$ cat src/common/tlrc_defs.svh
`ifndef TLRC_DEFS_SVH
`define TLRC_DEFS_SVH
// Register byte offsets
`define TLRC_CTRL_OFF     12'h000
`define TLRC_RESET_OFF    12'h004
`define TLRC_POWER_OFF    12'h008
`define TLRC_STATUS_OFF   12'h00c
// Control register field positions
`define TLRC_CTRL_LPBK    0
`define TLRC_CTRL_PIPE    1
`define TLRC_CTRL_PST_LO  2
`define TLRC_CTRL_PST_HI  3
// Reset register field positions
`define TLRC_RST_TXD      0
`define TLRC_RST_RXA      1
`define TLRC_RST_RXD      2
// Power register field positions
`define TLRC_PWR_DOWN     0
`define TLRC_PWR_EN       1
// Reset values
`define TLRC_CTRL_RST     32'h0000_0000
`define TLRC_RESET_RST    32'h0000_0007
`define TLRC_POWER_RST    32'h0000_0002
// Power state encoding for the full power state
`define TLRC_PST_P0       2'h0
// AXI responses
`define TLRC_RESP_OKAY    2'h0
`define TLRC_RESP_SLVERR  2'h2
`endif

$ cat src/common/tlrc_pkg.sv
package tlrc_pkg;
  // Transmit source selection
  typedef enum logic [1:0] {
    TLRC_SRC_NORMAL = 2'h1,
    TLRC_SRC_LOOP   = 2'h2
  } tlrc_src_t;
endpackage

$ cat src/tlrc_ctrl.sv
// The AXI4-Lite interface to the registers and the register offsets are this design's own decisions.
`timescale 1ns/1ps
`include "tlrc_defs.svh"
module tlrc_ctrl #(
  parameter int DW = 10
) (
  // Clock and reset
  input  wire  logic          aclk,
  input  wire  logic          aresetn,
  // AXI4-Lite write address
  input  wire  logic [11:0]   s_axi_awaddr,
  input  wire  logic          s_axi_awvalid,
  output logic                s_axi_awready,
  // AXI4-Lite write data
  input  wire  logic [31:0]   s_axi_wdata,
  input  wire  logic [3:0]    s_axi_wstrb,
  input  wire  logic          s_axi_wvalid,
  output logic                s_axi_wready,
  // AXI4-Lite write response
  output logic [1:0]          s_axi_bresp,
  output logic                s_axi_bvalid,
  input  wire  logic          s_axi_bready,
  // AXI4-Lite read address
  input  wire  logic [11:0]   s_axi_araddr,
  input  wire  logic          s_axi_arvalid,
  output logic                s_axi_arready,
  // AXI4-Lite read data
  output logic [31:0]         s_axi_rdata,
  output logic [1:0]          s_axi_rresp,
  output logic                s_axi_rvalid,
  input  wire  logic          s_axi_rready,
  // Receive side: rate matcher output words
  input  wire  logic [DW-1:0] rm_data,
  input  wire  logic          rm_valid,
  // Normal transmit path words
  input  wire  logic [DW-1:0] tx_norm_data,
  input  wire  logic          tx_norm_valid,
  // Serializer input
  output logic [DW-1:0]       ser_data,
  output logic                ser_valid,
  // Receive continuation toward decoder
  output logic [DW-1:0]       dec_data,
  output logic                dec_valid,
  // Per-channel resets and block power
  output logic                tx_digital_rst,
  output logic                rx_analog_rst,
  output logic                rx_digital_rst,
  output logic                blk_powerdown,
  output logic                blk_enable,
  // Loopback active indicator
  output logic                lpbk_active
);

  // Software registers
  // Only the low bits of each are implemented
  logic [31:0]      ctrl_reg;    // Request, PIPE mode, power state
  logic [31:0]      rst_reg;     // Reset bits
  logic [31:0]      pwr_reg;     // Power bits
  // Bus handshake state
  // Each channel holds its beat until the response is taken
  logic             aw_held_reg; // Write address captured
  logic             w_held_reg;  // Write data captured
  logic [11:0]      awaddr_reg;  // Captured write address
  logic [31:0]      wdata_reg;   // Captured write data
  logic [3:0]       wstrb_reg;   // Captured strobes
  // Datapath state
  // Source and indicator share one process so they never disagree
  tlrc_pkg::tlrc_src_t src_reg;  // Serializer source
  logic             lpbk_next;   // Loopback condition

  // Loopback condition: request, PIPE mode and full power
  // Dropping any one term ends loopback
  always_comb begin
    lpbk_next = ctrl_reg[`TLRC_CTRL_LPBK] &
                ctrl_reg[`TLRC_CTRL_PIPE] &
                (ctrl_reg[`TLRC_CTRL_PST_HI:`TLRC_CTRL_PST_LO] == `TLRC_PST_P0);
  end

  // Byte-lane merge of a register with write data
  // Lanes without a strobe keep their old byte
  function automatic logic [31:0] merge(input logic [31:0] old, input logic [31:0] d, input logic [3:0] s);
    logic [31:0] r;
    r = old;
    for (int i = 0; i < 4; i++) begin
      if (s[i]) begin
        r[i*8 +: 8] = d[i*8 +: 8];
      end
    end
    return r;
  endfunction

  // Write address channel capture
  always_ff @(posedge aclk) begin
    if (!aresetn) begin
      aw_held_reg <= 1'b0;
      awaddr_reg  <= 12'h000;
    end else if (s_axi_awvalid && s_axi_awready) begin
      // Address handshake: hold it until answered
      aw_held_reg <= 1'b1;
      awaddr_reg  <= s_axi_awaddr;
    end else if (s_axi_bvalid && s_axi_bready) begin
      // Response taken: slot is free again
      aw_held_reg <= 1'b0;
    end
  end

  // Write data channel capture
  always_ff @(posedge aclk) begin
    if (!aresetn) begin
      w_held_reg <= 1'b0;
      wdata_reg  <= 32'h0000_0000;
      wstrb_reg  <= 4'h0;
    end else if (s_axi_wvalid && s_axi_wready) begin
      // Data handshake: hold it until answered
      w_held_reg <= 1'b1;
      wdata_reg  <= s_axi_wdata;
      wstrb_reg  <= s_axi_wstrb;
    end else if (s_axi_bvalid && s_axi_bready) begin
      // Response taken: slot is free again
      w_held_reg <= 1'b0;
    end
  end

  // Ready while the channel has nothing captured
  // Ready drops in the handshake cycle so no beat is taken twice
  // and stays low while a response waits
  always_ff @(posedge aclk) begin
    if (!aresetn) begin
      // No request taken during reset
      s_axi_awready <= 1'b0;
      s_axi_wready  <= 1'b0;
    end else begin
      s_axi_awready <= !aw_held_reg && !(s_axi_awvalid && s_axi_awready) && !s_axi_bvalid;
      s_axi_wready  <= !w_held_reg && !(s_axi_wvalid && s_axi_wready) && !s_axi_bvalid;
    end
  end

  // Register write and write response
  // Registers change only when both channels are captured
  always_ff @(posedge aclk) begin
    if (!aresetn) begin
      // Power-up register values
      ctrl_reg     <= `TLRC_CTRL_RST;
      rst_reg      <= `TLRC_RESET_RST;
      pwr_reg      <= `TLRC_POWER_RST;
      s_axi_bvalid <= 1'b0;
      s_axi_bresp  <= `TLRC_RESP_OKAY;
    end else if (aw_held_reg && w_held_reg && !s_axi_bvalid) begin
      // Both halves captured: commit and answer
      s_axi_bvalid <= 1'b1;
      s_axi_bresp  <= `TLRC_RESP_OKAY;
      // Decode the captured address
      case (awaddr_reg)
        `TLRC_CTRL_OFF: begin
          // Only request, mode and power state bits are kept
          ctrl_reg <= merge(ctrl_reg, wdata_reg, wstrb_reg) & 32'h0000_000f;
        end
        `TLRC_RESET_OFF: begin
          // Three channel reset bits
          rst_reg <= merge(rst_reg, wdata_reg, wstrb_reg) & 32'h0000_0007;
        end
        `TLRC_POWER_OFF: begin
          // Block powerdown and enable bits
          pwr_reg <= merge(pwr_reg, wdata_reg, wstrb_reg) & 32'h0000_0003;
        end
        default: begin
          // Unmapped offset: error, nothing written
          s_axi_bresp <= `TLRC_RESP_SLVERR;
        end
      endcase
    end else if (s_axi_bvalid && s_axi_bready) begin
      // Response taken: free the response slot
      s_axi_bvalid <= 1'b0;
    end
  end

  // Read channel
  // Unused bits and unmapped offsets read as zero
  always_ff @(posedge aclk) begin
    if (!aresetn) begin
      s_axi_arready <= 1'b0;
      s_axi_rvalid  <= 1'b0;
      s_axi_rdata   <= 32'h0000_0000;
      s_axi_rresp   <= `TLRC_RESP_OKAY;
    end else if (s_axi_rvalid) begin
      // Answer outstanding: refuse new addresses
      s_axi_arready <= 1'b0;
      if (s_axi_rready) begin
        s_axi_rvalid <= 1'b0;
      end
    end else if (s_axi_arvalid && s_axi_arready) begin
      // Address taken: data stands from the next edge
      s_axi_arready <= 1'b0;
      s_axi_rvalid  <= 1'b1;
      s_axi_rresp   <= `TLRC_RESP_OKAY;
      // Decode read address
      case (s_axi_araddr)
        `TLRC_CTRL_OFF: begin
          s_axi_rdata <= ctrl_reg;                      // Control word
        end
        `TLRC_RESET_OFF: begin
          s_axi_rdata <= rst_reg;                       // Channel resets
        end
        `TLRC_POWER_OFF: begin
          s_axi_rdata <= pwr_reg;                       // Block power
        end
        `TLRC_STATUS_OFF: begin
          s_axi_rdata <= {31'h0000_0000, lpbk_active};  // Loopback indicator
        end
        default: begin
          // Unmapped offset: zero data, error response
          s_axi_rdata <= 32'h0000_0000;
          s_axi_rresp <= `TLRC_RESP_SLVERR;
        end
      endcase
    end else begin
      // Idle: offer the address slot
      s_axi_arready <= 1'b1;
    end
  end

  // Reset and power outputs, each independent
  // Channel resets come up asserted until software clears them
  always_ff @(posedge aclk) begin
    if (!aresetn) begin
      // Safe state: channel held, block powered
      tx_digital_rst <= 1'b1;
      rx_analog_rst  <= 1'b1;
      rx_digital_rst <= 1'b1;
      blk_powerdown  <= 1'b0;
      blk_enable     <= 1'b1;
    end else begin
      // Each output follows its own register bit
      tx_digital_rst <= rst_reg[`TLRC_RST_TXD];
      rx_analog_rst  <= rst_reg[`TLRC_RST_RXA];
      rx_digital_rst <= rst_reg[`TLRC_RST_RXD];
      blk_powerdown  <= pwr_reg[`TLRC_PWR_DOWN];
      blk_enable     <= pwr_reg[`TLRC_PWR_EN];
    end
  end

  // Serializer source select; leaves loopback when condition drops
  // Transmit reset bit forces the normal source at once
  always_ff @(posedge aclk) begin
    if (!aresetn || rst_reg[`TLRC_RST_TXD]) begin
      src_reg     <= tlrc_pkg::TLRC_SRC_NORMAL;
      lpbk_active <= 1'b0;
    end else begin
      // Track the loopback condition one cycle later
      src_reg     <= lpbk_next ? tlrc_pkg::TLRC_SRC_LOOP : tlrc_pkg::TLRC_SRC_NORMAL;
      lpbk_active <= lpbk_next;
    end
  end

  // Serializer input mux: rate matcher words replace transmit data
  // Held idle while the transmit digital reset stands
  always_ff @(posedge aclk) begin
    if (!aresetn || tx_digital_rst) begin
      // Idle serializer input
      ser_data  <= '0;
      ser_valid <= 1'b0;
    end else begin
      case (src_reg)
        tlrc_pkg::TLRC_SRC_LOOP: begin
          // Looped receive word
          ser_data  <= rm_data;
          ser_valid <= rm_valid;
        end
        default: begin
          // Normal transmit word
          ser_data  <= tx_norm_data;
          ser_valid <= tx_norm_valid;
        end
      endcase
    end
  end

  // Receive words continue to decoder regardless of loopback
  // Held clear while the receive digital reset stands
  always_ff @(posedge aclk) begin
    if (!aresetn || rx_digital_rst) begin
      // Cleared receive stage
      dec_data  <= '0;
      dec_valid <= 1'b0;
    end else begin
      // Same word also feeds the decoder
      dec_data  <= rm_data;
      dec_valid <= rm_valid;
    end
  end

endmodule

$ cat config.mk
export PLATFORM = sky130hd
export DESIGN_NAME = tlrc_ctrl
export DESIGN_NICKNAME = d
export VERILOG_FILES = /design/src/common/tlrc_pkg.sv /design/src/tlrc_ctrl.sv
export VERILOG_INCLUDE_DIRS = /design/src /design/src/common
export SDC_FILE = /design/constraint.sdc
export NUM_CORES = 1
export LEC_CHECK = 0
export ABC_AREA = 1
export BUFFER_PORTS_ARGS = -buffer_cell sky130_fd_sc_hd__buf_4
export CAP_MARGIN = 20
export CORE_ASPECT_RATIO = 1.2
export CORE_MARGIN = 10
export CORE_UTILIZATION = 25
export CTS_CLUSTER_SIZE = 40
export DETAILED_ROUTE_END_ITERATION = 8
export PLACE_DENSITY = 0.61
export SYNTH_ARGS = -nofsm -noshare
export SYNTH_HDL_FRONTEND = slang
export SYNTH_SLANG_ARGS = --single-unit
$ cat constraint.sdc
create_clock -name aclk -period 1.4 [get_ports aclk]
set_input_delay 0.07 -clock aclk [delete_from_list [all_inputs] [get_ports aclk]]
set_output_delay 0.07 -clock aclk [all_outputs]
set_load 0.05 [all_outputs]
==> flow_summary.toml <==
[cells_and_area]
layout.nets = 540
fin_area_sq_um = 3950
drive_gt1_frac = 0.300
diodes = 0
largest_reg_flops = 12
syn2layout_area_growth_pct = 45.3
fill_cells = 1095
layout_common_cells = "buf_4 (101), dfxtp_1 (68), nor2_1 (57)"
layout_commonest_cell = "buf_4"

[grt]
grt_use_total = 0.0911
antenna_found_initial = 0
grt_max_degree = 32
grt_first_pass_wirelength_mm = 11.4
grt_pass1_vias = 2408
overflow = 0

[clock_tree]
cts_made_buffers = 9
cts.sinks = 68
cts_tree = "yes"
cts.path.max_buffers = 2
cts_resized = 0
clockRootBuffer = "clkbuf_16"
worst_skew_pair.late_latency_ns = 0.32
clk_pin_slew_worst_paths_ns = 0.05
htreeDepth = 3

[placement]
hpwl_mm = 5.88
gp_congestion = 0.825
io_buffers = 96
place_area_sq_um = 3480
dp_slack_ns = 0.226

[die]
pin_count = 158
coreArea_sq_um = 10600
fp-row-count = 41
dieArea_sq_um = 15500
start_util = 0.257
die_h_um = 134
die_w_um = 115

[yosys]
synth-seq-cells = 68
syn_avg_cell_area_sq_um = 8.16
netlist_area_sq_um = 2720
yosysWarningCount = 0
ys_seq_area_frac = 0.501
syn_inst = 333
yosysUniqueCellTypes = 28

[sta]
period_needed_ns = 1.17
setup_slack_ns = 0.232
setup_tns_ns = 0
hold_viol = 0
fin_skew_ns = 0.00356
rsz0062_at_grt = "no"
fmax_mhz = 856
setup_viol = 0
post-route-period-util = 0.834
slew_viol_final = 0

[detailed_routing]
routedWlPerCell_um = 12.7
ant_nets = 0
vias = 2375
wl_mm = 7.40
drtIter0Drc = 109
route.detailed.drc = 0
avgViaCountPerCell = 4.06
dr.pass1.iters = 4

[setup_path]
reg2reg_slack_ns = 0.23
timing.rr.end = "ctrl_reg[1]"
cp-start-kind = "flip-flop"
reg2reg_depth = 5
crit_required_ns = 1.61
end_kind = "flip-flop"
worstPathArrival_ns = 1.38
cp_max_fo = 8
r2r_start = "awaddr_reg[0]"
worstSetupPathType = "flip-flop to flip-flop"

[hold_path]
hold_depth = 3
hold_class = "input pin to flip-flop"
hp-start = "s_axi_awaddr[7]"
min_to = "awaddr_reg[7]"

[job]
drv_cap = 0

[run_status]
status = "finished clean"

[power_and_ir_drop]
power_density_nw_per_um2 = 1260
peakVddDrop_v = 0.000627
power_leakage_nw = 1.83
==> timing repair <==
action | CTS | global route
endpoints found under the hold margin | 18 | 0
hold buffers | 17 | 0
buffers inserted | 0 | 0
==> Yosys cell counts (all sizes together) <==
library cell	number	share of area
dfxtp	68	0.50
nor2	62	0.098
buf	36	0.094
o21ai	36	0.066
inv	34	0.047
nand2	34	0.047
a21oi	28	0.056
nand3	14	0.036
clkbuf	4	0.0060
o211ai	4	0.011
or2	4	0.010
nor4	3	0.0069
nor3	2	0.012
and3	1	0.0041
clkinv	1	0.0018
conb	1	0.0014
nand3b	1	0.0028
==> cell families after synthesis <==
| logic type | share of synthesized area |
|---|---|
| buffers and inverters | 0.149 |
| AND/OR/NAND/NOR | 0.216 |
| other | 0.00138 |
| AO/OA/AOI/OAI | 0.133 |
| flip-flops | 0.501 |
==> power by group <==
part / internal (mW) / switching, mW / leakage, nW / total, mW
Sequential: 2.00 / 0.0380 / 0.553 / 2.03
Combinational: 0.234 / 0.431 / 1.13 / 0.665
Clock: 1.47 / 0.790 / 0.149 / 2.26
==> stage by stage <==
step | utilization | hold slack (ns) | instances | power (mW)
finish | 0.374 | 0.00826 | 585 | 4.96
global route | 0.374 | 0.0164 | 585 | 5.16
CTS | 0.374 | 0.000809 | 585 | 5.03
detailed placement | 0.329 | 0.311 | 552 | 2.70
global placement | 0.329 | 0.299 | 552 | 2.69
floorplan | - | 0.204 | 362 | 2.56
==> worst max-delay path by stage <==
stage	startpoint	to	slack, ns
6_report	awaddr_reg[0]	ctrl_reg[1]	0.23
5_1_grt	awaddr_reg[11]	pwr_reg[0]	0.09
4_1_cts	awaddr_reg[0]	ctrl_reg[3]	0.21
3_5_place_dp	awaddr_reg[0]	ctrl_reg[3]	0.23
3_3_place_gp	awaddr_reg[0]	ctrl_reg[3]	0.24
2_1_floorplan	s_axi_arready	s_axi_rdata[1]	0.02
==> cell type report <==
class / instances / area (sq um) / share of cell area
Sequential cell: 68 / 1360 / 0.345
Multi-Input combinational cell: 219 / 1060 / 0.269
Timing Repair Buffer: 118 / 928 / 0.235
Inverter: 35 / 133 / 0.0336
Tap cell: 129 / 161 / 0.0409
Clock buffer: 12 / 256 / 0.0649
Clock inverter: 4 / 47.5 / 0.0120
==> metal layers <==
| layer | up-vias | global-route usage | wire length (um) | share of wire |
|---|---|---|---|---|
| met5 | - | 0 | 0 | 0 |
| met4 | 0 | 0.0379 | 74 | 0.010 |
| met3 | 8 | 0.0411 | 882 | 0.12 |
| met2 | 121 | 0.136 | 3010 | 0.41 |
| met1 | 1011 | 0.110 | 3440 | 0.46 |
| li1 | 1235 | - | - | - |
==> worst max-delay path, stage by stage (launching register included) <==
cell	delay, ns
dfxtp_1	0.31
or2_4	0.28
nor3_4	0.16
nand3_4	0.13
o21ai_1	0.14
a21oi_1	0.05
Note: power is estimated with default switching activity, not from simulation.
